## src/include/rtc_defs.vh

```
// register offsets, field positions, reset values and timing counts of the rtc control block
`ifndef RTC_DEFS_VH
`define RTC_DEFS_VH

`define REG_CONTROL        8'h0e
`define REG_STATUS         8'h0f
`define REG_AGING          8'h10
`define REG_TEMP_UPPER     8'h11
`define REG_TEMP_LOWER     8'h12

`define CTL_OSC_DISABLE    7
`define CTL_BACKUP_SQW     6
`define CTL_CONVERT        5
`define CTL_RATE_HIGH      4
`define CTL_RATE_LOW       3
`define CTL_OUTPUT_SELECT  2
`define CTL_A2_IRQ_EN      1
`define CTL_A1_IRQ_EN      0

`define STS_OSC_STOP       7
`define STS_CLK_OUT_EN     3
`define STS_BUSY           2
`define STS_A2_FLAG        1
`define STS_A1_FLAG        0

`define CONTROL_RESET      8'h1c
`define STATUS_FLAG_RESET  1'b1
`define CLK_OUT_EN_RESET   1'b1
`define AGING_RESET        8'h00
`define TEMP_RESET         10'h000

`define CLK_HZ             20000000
`define CLKOUT_HZ          32768
`define NCO_BITS           24
`define NCO_INC            ((((64'd2 * `CLKOUT_HZ) << `NCO_BITS) + (`CLK_HZ / 2)) / `CLK_HZ)
`define CHAIN_BITS         15
`define PERIOD_SECONDS     64
`define CONVERT_REQUEST_TIME_US       200
`define CONVERT_REQUEST_CYCLES        ((`CONVERT_REQUEST_TIME_US * (`CLK_HZ / 1000000)))

`endif

```

## src/hdl/rtc_control_status.v

```verilog
// control, status, aging trim and temperature registers of the rtc with its output pins
`timescale 1ns/1ps
`default_nettype none
`include "rtc_defs.vh"

// Operation
// - output select zero drives the square wave onto the shared pin
// - output select one lets enabled alarm matches activate the shared pin
// - alarm match always sets its flag whatever output select holds
// - output select is one after power-on
// - alarm two enable gates its flag to pin only in alarm mode, resets zero
// - alarm one enable gates its flag to pin only in alarm mode, resets zero
// - oscillator stop flag sets whenever oscillator stops, powers up at one
// - oscillator stop flag stays set until software writes zero
// - clock output enable gives 32.768khz while running, else high impedance; resets one
// - busy rises at conversion start, falls when compensation returns idle
// - alarm two match sets flag bit 1, asserts pin when enabled and output select is one
// - alarm one match sets flag bit 0, asserts pin when enabled and output select is one
// - writing zero clears an alarm flag, writing one leaves it
// - aging trim is signed two's complement, bit 7 sign, one capacitor per step
// - trim added on periodic conversion with changed temperature and every manual one
// - positive trim adds capacitance, negative removes it
// - temperature split: upper byte sign and integer, lower bits 7:6 fraction
// - 10-bit quarter-degree temperature refreshed per conversion, read only
// - convert bit starts conversion, held until done, cleared one cycle after busy falls
module rtc_control_status (
  input  wire        clk_i,
  input  wire        arst_n_i,
  input  wire        reg_wr_i,
  input  wire        reg_rd_i,
  input  wire [7:0]  reg_addr_i,
  input  wire [7:0]  reg_wdata_i,
  output reg  [7:0]  reg_rdata_o,
  output reg         reg_rvalid_o,
  input  wire        alarm_one_match_i,
  input  wire        alarm_two_match_i,
  input  wire        on_backup_i,
  input  wire        osc_fail_i,
  input  wire [9:0]  temp_sample_i,
  input  wire [7:0]  cap_base_i,
  output wire        irq_or_square_wave_pin_o,
  output wire        irq_or_square_wave_pin_oe_o,
  output wire        clock_output_pin_o,
  output wire        clock_output_pin_oe_o,
  output wire [7:0]  cap_code_o,
  output wire        osc_running_o
);

  // control register fields
  reg        oscillator_disable_on_backup;
  reg        backup_square_wave_enable;
  reg        convert_request;
  reg        rate_select_high;
  reg        rate_select_low;
  reg        output_select;
  reg        alarm_two_irq_enable;
  reg        alarm_one_irq_enable;

  // status register fields
  reg        oscillator_stop_flag;
  reg        clock_output_enable;
  reg        alarm_two_flag;
  reg        alarm_one_flag;

  reg  [7:0] aging_trim;

  // pin synchronisers
  reg        backup_meta;
  reg        backup_sync;
  reg        fail_meta;
  reg        fail_sync;

  // 32.768khz divider chain
  reg  [`CHAIN_BITS-1:0] chain;
  reg  [5:0]             seconds;
  reg                    periodic_start;
  reg                    square_wave;

  wire       osc_running;
  wire       clk32;
  wire       clk32_rise;
  wire       compensation_busy;
  wire       manual_done;
  wire [9:0] temperature;
  wire       wr_control;
  wire       wr_status;
  wire       wr_aging;
  wire       irq_active;
  wire       sqw_allowed;
  wire [7:0] control_settings;
  wire [7:0] status_flags;
  wire [7:0] temperature_upper;
  wire [7:0] temperature_lower;
  wire [5:0] period_last;
  wire [31:0] period_full;

  assign wr_control = reg_wr_i && (reg_addr_i == `REG_CONTROL);
  assign wr_status  = reg_wr_i && (reg_addr_i == `REG_STATUS);
  assign wr_aging   = reg_wr_i && (reg_addr_i == `REG_AGING);

  always @(posedge clk_i or negedge arst_n_i) begin
    if (!arst_n_i) begin
      backup_meta <= 1'b0;
      backup_sync <= 1'b0;
      fail_meta   <= 1'b0;
      fail_sync   <= 1'b0;
    end else begin
      backup_meta <= on_backup_i;
      backup_sync <= backup_meta;
      fail_meta   <= osc_fail_i;
      fail_sync   <= fail_meta;
    end
  end

  // the oscillator halts on a fault, or on backup supply when disabled there
  assign osc_running   = !fail_sync && !(oscillator_disable_on_backup && backup_sync);
  assign osc_running_o = osc_running;

  clock_nco u_nco (
    .clk_i    (clk_i),
    .arst_n_i (arst_n_i),
    .run_i    (osc_running),
    .clk32_o  (clk32),
    .rise_o   (clk32_rise)
  );

  // binary chain of 32.768khz cycles feeds every square-wave rate and the seconds
  assign period_full = `PERIOD_SECONDS - 1;
  assign period_last = period_full[5:0];

  always @(posedge clk_i or negedge arst_n_i) begin
    if (!arst_n_i) begin
      chain          <= {`CHAIN_BITS{1'b0}};
      seconds        <= 6'h00;
      periodic_start <= 1'b0;
    end else begin
      periodic_start <= 1'b0;
      if (clk32_rise) begin
        chain <= chain + {{(`CHAIN_BITS-1){1'b0}}, 1'b1};
        if (&chain) begin
          if (seconds == period_last) begin
            seconds        <= 6'h00;
            periodic_start <= 1'b1;
          end else begin
            seconds <= seconds + 6'h01;
          end
        end
      end
    end
  end

  always @* begin
    case ({rate_select_high, rate_select_low})
      2'b00:   square_wave = chain[14];
      2'b01:   square_wave = chain[4];
      2'b10:   square_wave = chain[2];
      2'b11:   square_wave = chain[1];
      default: square_wave = chain[14];
    endcase
  end

  // control register; a write of zero to convert is always ignored, only completion clears it
  always @(posedge clk_i or negedge arst_n_i) begin
    if (!arst_n_i) begin
      oscillator_disable_on_backup <= 1'b0;
      backup_square_wave_enable    <= 1'b0;
      convert_request              <= 1'b0;
      rate_select_high             <= 1'b1;
      rate_select_low              <= 1'b1;
      output_select                <= 1'b1;
      alarm_two_irq_enable         <= 1'b0;
      alarm_one_irq_enable         <= 1'b0;
    end else begin
      if (wr_control) begin
        oscillator_disable_on_backup <= reg_wdata_i[`CTL_OSC_DISABLE];
        backup_square_wave_enable    <= reg_wdata_i[`CTL_BACKUP_SQW];
        rate_select_high             <= reg_wdata_i[`CTL_RATE_HIGH];
        rate_select_low              <= reg_wdata_i[`CTL_RATE_LOW];
        output_select                <= reg_wdata_i[`CTL_OUTPUT_SELECT];
        alarm_two_irq_enable         <= reg_wdata_i[`CTL_A2_IRQ_EN];
        alarm_one_irq_enable         <= reg_wdata_i[`CTL_A1_IRQ_EN];
      end
      // a new request wins over the completion of an older one
      if (wr_control && reg_wdata_i[`CTL_CONVERT])
        convert_request <= 1'b1;
      else if (manual_done)
        convert_request <= 1'b0;
    end
  end

  // status flags: hardware set wins over a software clear in the same cycle
  always @(posedge clk_i or negedge arst_n_i) begin
    if (!arst_n_i) begin
      oscillator_stop_flag <= `STATUS_FLAG_RESET;
      clock_output_enable  <= `CLK_OUT_EN_RESET;
      alarm_two_flag       <= 1'b0;
      alarm_one_flag       <= 1'b0;
    end else begin
      if (!osc_running)
        oscillator_stop_flag <= 1'b1;
      else if (wr_status && !reg_wdata_i[`STS_OSC_STOP])
        oscillator_stop_flag <= 1'b0;
      if (wr_status)
        clock_output_enable <= reg_wdata_i[`STS_CLK_OUT_EN];
      if (alarm_two_match_i)
        alarm_two_flag <= 1'b1;
      else if (wr_status && !reg_wdata_i[`STS_A2_FLAG])
        alarm_two_flag <= 1'b0;
      if (alarm_one_match_i)
        alarm_one_flag <= 1'b1;
      else if (wr_status && !reg_wdata_i[`STS_A1_FLAG])
        alarm_one_flag <= 1'b0;
    end
  end

  always @(posedge clk_i or negedge arst_n_i) begin
    if (!arst_n_i)
      aging_trim <= `AGING_RESET;
    else if (wr_aging)
      aging_trim <= reg_wdata_i;
  end

  temp_conversion u_convert_request (
    .clk_i         (clk_i),
    .arst_n_i      (arst_n_i),
    .periodic_i    (periodic_start),
    .manual_i      (convert_request),
    .aging_i       (aging_trim),
    .temp_sample_i (temp_sample_i),
    .cap_base_i    (cap_base_i),
    .busy_o        (compensation_busy),
    .manual_done_o (manual_done),
    .temp_o        (temperature),
    .cap_code_o    (cap_code_o)
  );

  assign control_settings = {oscillator_disable_on_backup, backup_square_wave_enable,
                             convert_request, rate_select_high, rate_select_low,
                             output_select, alarm_two_irq_enable, alarm_one_irq_enable};
  assign status_flags = {oscillator_stop_flag, 3'b000, clock_output_enable,
                         compensation_busy, alarm_two_flag, alarm_one_flag};
  assign temperature_upper = temperature[9:2];
  assign temperature_lower = {temperature[1:0], 6'b000000};

  // read data is registered one cycle after the strobe; unmapped offsets read zero
  always @(posedge clk_i or negedge arst_n_i) begin
    if (!arst_n_i) begin
      reg_rdata_o  <= 8'h00;
      reg_rvalid_o <= 1'b0;
    end else begin
      reg_rvalid_o <= reg_rd_i;
      if (reg_rd_i) begin
        case (reg_addr_i)
          `REG_CONTROL:    reg_rdata_o <= control_settings;
          `REG_STATUS:     reg_rdata_o <= status_flags;
          `REG_AGING:      reg_rdata_o <= aging_trim;
          `REG_TEMP_UPPER: reg_rdata_o <= temperature_upper;
          `REG_TEMP_LOWER: reg_rdata_o <= temperature_lower;
          default:         reg_rdata_o <= 8'h00;
        endcase
      end
    end
  end

  // shared pin is open drain and active low in alarm mode
  assign irq_active = (alarm_one_flag && alarm_one_irq_enable) ||
                      (alarm_two_flag && alarm_two_irq_enable);
  // on backup supply the square wave needs its own enable, otherwise the pin floats
  assign sqw_allowed = osc_running && (!backup_sync || backup_square_wave_enable);
  assign irq_or_square_wave_pin_o  = 1'b0;
  assign irq_or_square_wave_pin_oe_o = output_select ? irq_active
                                                     : (sqw_allowed && !square_wave);

  // clock_output_pin pin is open drain too, released whenever disabled or stopped
  assign clock_output_pin_o  = 1'b0;
  assign clock_output_pin_oe_o = clock_output_enable && osc_running && !clk32;

endmodule // rtc_control_status

`default_nettype wire

```

## src/hdl/clock_nco.v

```verilog
// phase accumulator making the 32.768khz clock from the system clock
`timescale 1ns/1ps
`default_nettype none
`include "rtc_defs.vh"

module clock_nco (
  input  wire                  clk_i,
  input  wire                  arst_n_i,
  input  wire                  run_i,
  output reg                   clk32_o,
  output reg                   rise_o
);

  wire [63:0]           inc_full;
  wire [`NCO_BITS:0]    next_acc;
  reg  [`NCO_BITS-1:0]  acc;

  assign inc_full = `NCO_INC;
  // carry out marks a half period; jitter of one system clock is accepted for low cost
  assign next_acc = {1'b0, acc} + {1'b0, inc_full[`NCO_BITS-1:0]};

  always @(posedge clk_i or negedge arst_n_i) begin
    if (!arst_n_i) begin
      acc     <= {`NCO_BITS{1'b0}};
      clk32_o <= 1'b0;
      rise_o  <= 1'b0;
    end else begin
      rise_o <= 1'b0;
      if (run_i) begin
        acc <= next_acc[`NCO_BITS-1:0];
        if (next_acc[`NCO_BITS]) begin
          clk32_o <= ~clk32_o;
          rise_o  <= ~clk32_o;
        end
      end
    end
  end

endmodule // clock_nco

`default_nettype wire

```

## src/hdl/temp_conversion.v

```verilog
// temperature conversion sequencer with aging trim applied to the capacitance code
`timescale 1ns/1ps
`default_nettype none
`include "rtc_defs.vh"

module temp_conversion (
  input  wire        clk_i,
  input  wire        arst_n_i,
  input  wire        periodic_i,
  input  wire        manual_i,
  input  wire [7:0]  aging_i,
  input  wire [9:0]  temp_sample_i,
  input  wire [7:0]  cap_base_i,
  output reg         busy_o,
  output reg         manual_done_o,
  output reg  [9:0]  temp_o,
  output reg  [7:0]  cap_code_o
);

  localparam ST_IDLE = 1'b0;
  localparam ST_CONVERT_REQUEST = 1'b1;

  reg         state;
  reg         periodic_pending;
  reg         is_manual;
  reg  [12:0] cnt;
  wire [31:0] convert_request_full;
  wire        manual_start;
  wire [8:0]  sum;

  assign convert_request_full = `CONVERT_REQUEST_CYCLES;
  assign sum = {1'b0, cap_base_i} + {aging_i[7], aging_i};
  // the request bit drops one cycle after done, so that cycle must not restart a conversion
  assign manual_start = manual_i && !manual_done_o;

  always @(posedge clk_i or negedge arst_n_i) begin
    if (!arst_n_i) begin
      state            <= ST_IDLE;
      periodic_pending <= 1'b1;
      is_manual        <= 1'b0;
      cnt              <= 13'h0000;
      busy_o           <= 1'b0;
      manual_done_o    <= 1'b0;
      temp_o           <= `TEMP_RESET;
      cap_code_o       <= 8'h00;
    end else begin
      manual_done_o <= 1'b0;
      if (periodic_i)
        periodic_pending <= 1'b1;
      case (state)
        ST_IDLE: begin
          // a manual request arriving while busy waits here, it is never dropped
          if (manual_start || periodic_pending) begin
            state     <= ST_CONVERT_REQUEST;
            is_manual <= manual_start;
            busy_o    <= 1'b1;
            cnt       <= convert_request_full[12:0] - 13'h0001;
            if (!manual_start)
              periodic_pending <= periodic_i;
          end
        end
        ST_CONVERT_REQUEST: begin
          if (cnt == 13'h0000) begin
            state  <= ST_IDLE;
            busy_o <= 1'b0;
            temp_o <= temp_sample_i;
            manual_done_o <= is_manual;
            if (is_manual || (temp_sample_i != temp_o)) begin
              // positive trim adds capacitance, saturating at the array ends
              if (!aging_i[7] && sum[8])
                cap_code_o <= 8'hff;
              else if (aging_i[7] && sum[8])
                cap_code_o <= 8'h00;
              else
                cap_code_o <= sum[7:0];
            end
          end else begin
            cnt <= cnt - 13'h0001;
          end
        end
        default: state <= ST_IDLE;
      endcase
    end
  end

endmodule // temp_conversion

`default_nettype wire

```

## config.mk

```make
export PLATFORM = sky130hd
export DESIGN_NAME = rtc_control_status
export DESIGN_NICKNAME = d
export VERILOG_FILES = /design/src/hdl/rtc_control_status.v /design/src/hdl/clock_nco.v /design/src/hdl/temp_conversion.v
export VERILOG_INCLUDE_DIRS = /design/src /design/src/include
export SDC_FILE = /design/constraint.sdc
export NUM_CORES = 1
export LEC_CHECK = 0
export BUFFER_PORTS_ARGS = -buffer_cell sky130_fd_sc_hd__buf_2
export CORE_UTILIZATION = 45
export CTS_CLUSTER_DIAMETER = 50
export DETAILED_ROUTE_END_ITERATION = 12
export PLACE_DENSITY = 0.66
export SETUP_SLACK_MARGIN = 0.4
export SLEW_MARGIN = 20
export SYNTH_ARGS = -nofsm -noshare
export SYNTH_HDL_FRONTEND = slang
export SYNTH_SLANG_ARGS = --single-unit
```

## constraint.sdc

```tcl
create_clock -name clk_i -period 2.2 [get_ports clk_i]
set_input_delay 0.33 -clock clk_i [delete_from_list [all_inputs] [get_ports clk_i]]
set_output_delay 0.33 -clock clk_i [all_outputs]
set_load 0.05 [all_outputs]
```

==> results.py <==
metrics = {
    "floorplan": {
        "die_area_sq_um": 12730,
        "core_area_sq_um": 12010,
        "die_width_microns": 112.8,
        "start_util_pct": 46.03,
        "die_y_microns": 112.8,
        "io_pins": 64,
        "rows": 40,
    },
    "finish": {
        "diodes": 0,
        "fin_nets": 679,
        "area_delta_synth_final_pct": 29.83,
        "final_util_pct": 59.76,
        "drive_gt1_share_pct": 38.06,
    },
    "clock_tree": {
        "cts.clk_slew.worst_paths_ns": 0.08,
        "cts.sinks": 111,
        "clockRootBuffer": "clkbuf_16",
        "cts_inserted_buffers": 9,
        "clockBufferDepth": 2,
        "cts_tree": "built",
        "clk_latency_ns": 0.36,
        "htreeDepth": 3,
    },
    "global_routing": {
        "grt_max_degree": 39,
        "grt_pass1_wl_mm": 20.86,
        "track_usage_pct": 21.02,
        "grt_pass1_vias": 4301,
        "gr-total-overflow": 0,
        "antenna_found_initial": 0,
    },
    "synthesis": {
        "ys_async_sr_fraction_pct": 100.0,
        "netlist_instances": 502,
        "avgSynthCellArea_sq_um": 11.01,
        "ys_ff_latch": 111,
        "yosys_warnings": 0,
        "netlist_area_sq_um": 5529,
        "ys_seq_area_share_pct": 50.37,
        "synth_edf_count": 0,
        "synth_cell_types": 68,
        "dominantRegCellSynth": "dfrtp_1",
    },
    "route": {
        "first_iter_violations": 284,
        "vias": 4276,
        "ant_nets": 0,
        "viasPerCell": 5.517,
        "wl_mm": 12.53,
        "routedWlPerCell_microns": 16.17,
        "remaining_drc_errors": 1,
        "first_pass_iters": 8,
    },
    "critical_path": {
        "startpoint_type": "flop",
        "cp.required_ns": 2.44,
        "crit_arrival_ns": 2.56,
        "end_kind": "flop",
        "worst-path-max-fanout": 7,
        "crit_type": "flop to flop",
        "reg2reg_slack_ns": -0.12,
    },
    "sta": {
        "timing.final.ws_setup_ns": -0.1228,
        "worst_slew_pin_slew_ns": 0.6721,
        "grt_setup_unrepaired": "true",
        "min_period_over_period_pct": 105.6,
        "setup_violations": 7,
        "hold_slack_ns": 0.08951,
        "skew_ns": 0.01283,
        "relSlewSlack_pct": 55.03,
        "fmaxAchievable_ghz": 0.4305,
        "final_max_slew_viol_count": 0,
        "final.min_clock_period_ns": 2.323,
        "hold_violations": 0,
    },
    "power": {
        "ir_worst_vdd_mv": 0.7951,
        "power_density_nw_per_um2": 898.7,
        "p_leak_nw": 3.348,
    },
    "placement": {
        "dp_hpwl_mm": 8.799,
        "io_buffers": 61,
        "finalWeightedCongestion": 0.8640,
    },
    "flow_run": {
        "drv_cap": 0,
    },
    "outcome": {
        "status": "finished, violations left",
        "violations": "DRC, setup timing",
    },
    "min_path": {
        "holdCritPathClass": "primary input to flop",
    },
}
## flip-flops by register name (all words and copies together) (netlist names), 6 cells and up
| signal | cells |
|---|---|
| seconds | 6 |
| u_convert_request.temp_o | 10 |
| u_convert_request.cnt | 13 |
| reg_rdata_o | 8 |
| u_nco.acc | 18 |
| chain | 15 |
| u_convert_request.cap_code_o | 8 |
| aging_trim | 8 |
## kinds of logic after synthesis
family | Yosys count | share of synthesized area [%]
flip-flops | 111 | 50.37
AO/OA/AOI/OAI | 105 | 12.45
other | 1 | 0.06782
multiplexers | 44 | 9.006
buffers and inverters | 38 | 3.055
adder cells (fa/ha/maj) | 14 | 3.304
XOR/XNOR | 51 | 8.079
AND/OR/NAND/NOR | 138 | 13.67
## per-layer routing
layer | vias up | wire length (microns) | GRT usage [%]
met5 | - | 0 | 0
li1 | 2039 | - | -
met3 | 22 | 371 | 3.642
met1 | 2118 | 5492 | 26.59
met2 | 97 | 6320 | 35.43
met4 | 0 | 348 | 9.422
## worst max-delay path, cell delays in order, from the launching register on
cell and delay (ns):
dfrtp_1 0.39, ha_2 0.19, fa_2 0.34, a21o_1 0.20, a221o_2 0.40, a31oi_4 0.24
buf_4 0.16, a21oi_2 0.03, mux2_4 0.27
## cell usage in the layout, fill, tap and decap left out, types with 5 or more instances in the layout
cell / instances
a21oi_1: 15
o22ai_1: 7
nand2b_1: 8
a211oi_1: 8
clkbuf_16: 9
xnor2_1: 24
inv_1: 21
nor2_1: 18
dfrtp_1: 103
nor3_1: 8
o21ai_0: 13
nor2b_1: 5
dfstp_2: 6
buf_6: 14
buf_2: 57
mux2i_1: 7
nand3_1: 14
ha_1: 9
a21oi_2: 6
and4_1: 5
and3_1: 6
o21ai_1: 6
nand2_1: 33
buf_4: 47
o21ai_2: 5
xor2_1: 27
a21o_1: 5
mux2_4: 16
nand4_1: 9
mux2_2: 20
## what timing repair did
action | CTS | global route
pin swaps | 9 | 19
buffers inserted | 23 | 7
gates resized for setup | 45 | 40
setup endpoints to repair | 37 | 47
hold buffers | 1 | 0
endpoints found under the hold margin | 25 | 0
## report_power, final
part           leakage (nW)  switching (mW)  internal (mW)  total, mW
Combinational          1.78           0.997          0.942       1.94
Clock                 0.150           0.789          0.905       1.69
Sequential             1.41           0.388           2.43       2.82
Total                  3.35            2.17           4.28       6.45
## final cells by class
| class | count | area (sq um) |
|---|---|---|
| inverters | 25 | 95.09 |
| clock inverters | 6 | 76.32 |
| fillers | 992 | 4833 |
| flip-flops and latches | 111 | 2788 |
| clock buffers | 10 | 229.0 |
| repair buffers | 122 | 860.8 |
| multi-input cells | 354 | 2945 |
| well taps | 147 | 183.9 |
## through the flow
stage | TNS [ns] | cells | instance area [sq um] | setup slack, ns | total power [mW]
after floorplan | 0 | 503 | 5688 | 0.01394 | 3.838
after global placement | -0.5952 | 728 | 6337 | -0.1138 | 4.244
after CTS | -0.6826 | 768 | 6983 | -0.1392 | 6.264
final | -0.7249 | 775 | 7178 | -0.1228 | 6.451
after global routing | -1.702 | 775 | 7178 | -0.2306 | 6.802
after detailed placement | -0.9070 | 728 | 6337 | -0.1557 | 4.317
## synth_stat cells, types with 6 or more instances
library cell  count  area [sq um]
nand3_1          17         85.08
xor2_1           27         236.5
clkbuf_1          7         26.28
mux2_1            6         67.56
o21ai_0          24         120.1
nor2b_1           6         37.54
a211oi_1         11         82.58
nand2_1          33         123.9
nand4_1           9         56.30
inv_1            24         90.09
mux2_2           30         337.8
and3_1            7         43.79
nor2_1           19         71.32
nor3_1           10         50.05
ha_1             13         162.7
a21oi_1          25         125.1
nand2b_1          9         56.30
xnor2_1          24         210.2
dfrtp_1         105          2628
o22ai_1           7         43.79
dfstp_2           6         157.7
mux2i_1           7         70.07
## path summary, 6_finish.rpt
path	from	end	cells past startpoint
worst max-delay path	aging_trim[0]	u_convert_request.cap_code_o[3]	8
worst min-delay path	on_backup_i	backup_meta	1
worst max register to register	aging_trim[0]	u_convert_request.cap_code_o[3]	8
worst min register to register	fail_meta	fail_sync	0
max in group asynchronous	arst_n_i	fail_meta	3
min in group asynchronous	arst_n_i	u_convert_request.temp_o[2]	2
Power figures use the tool's default switching activity.
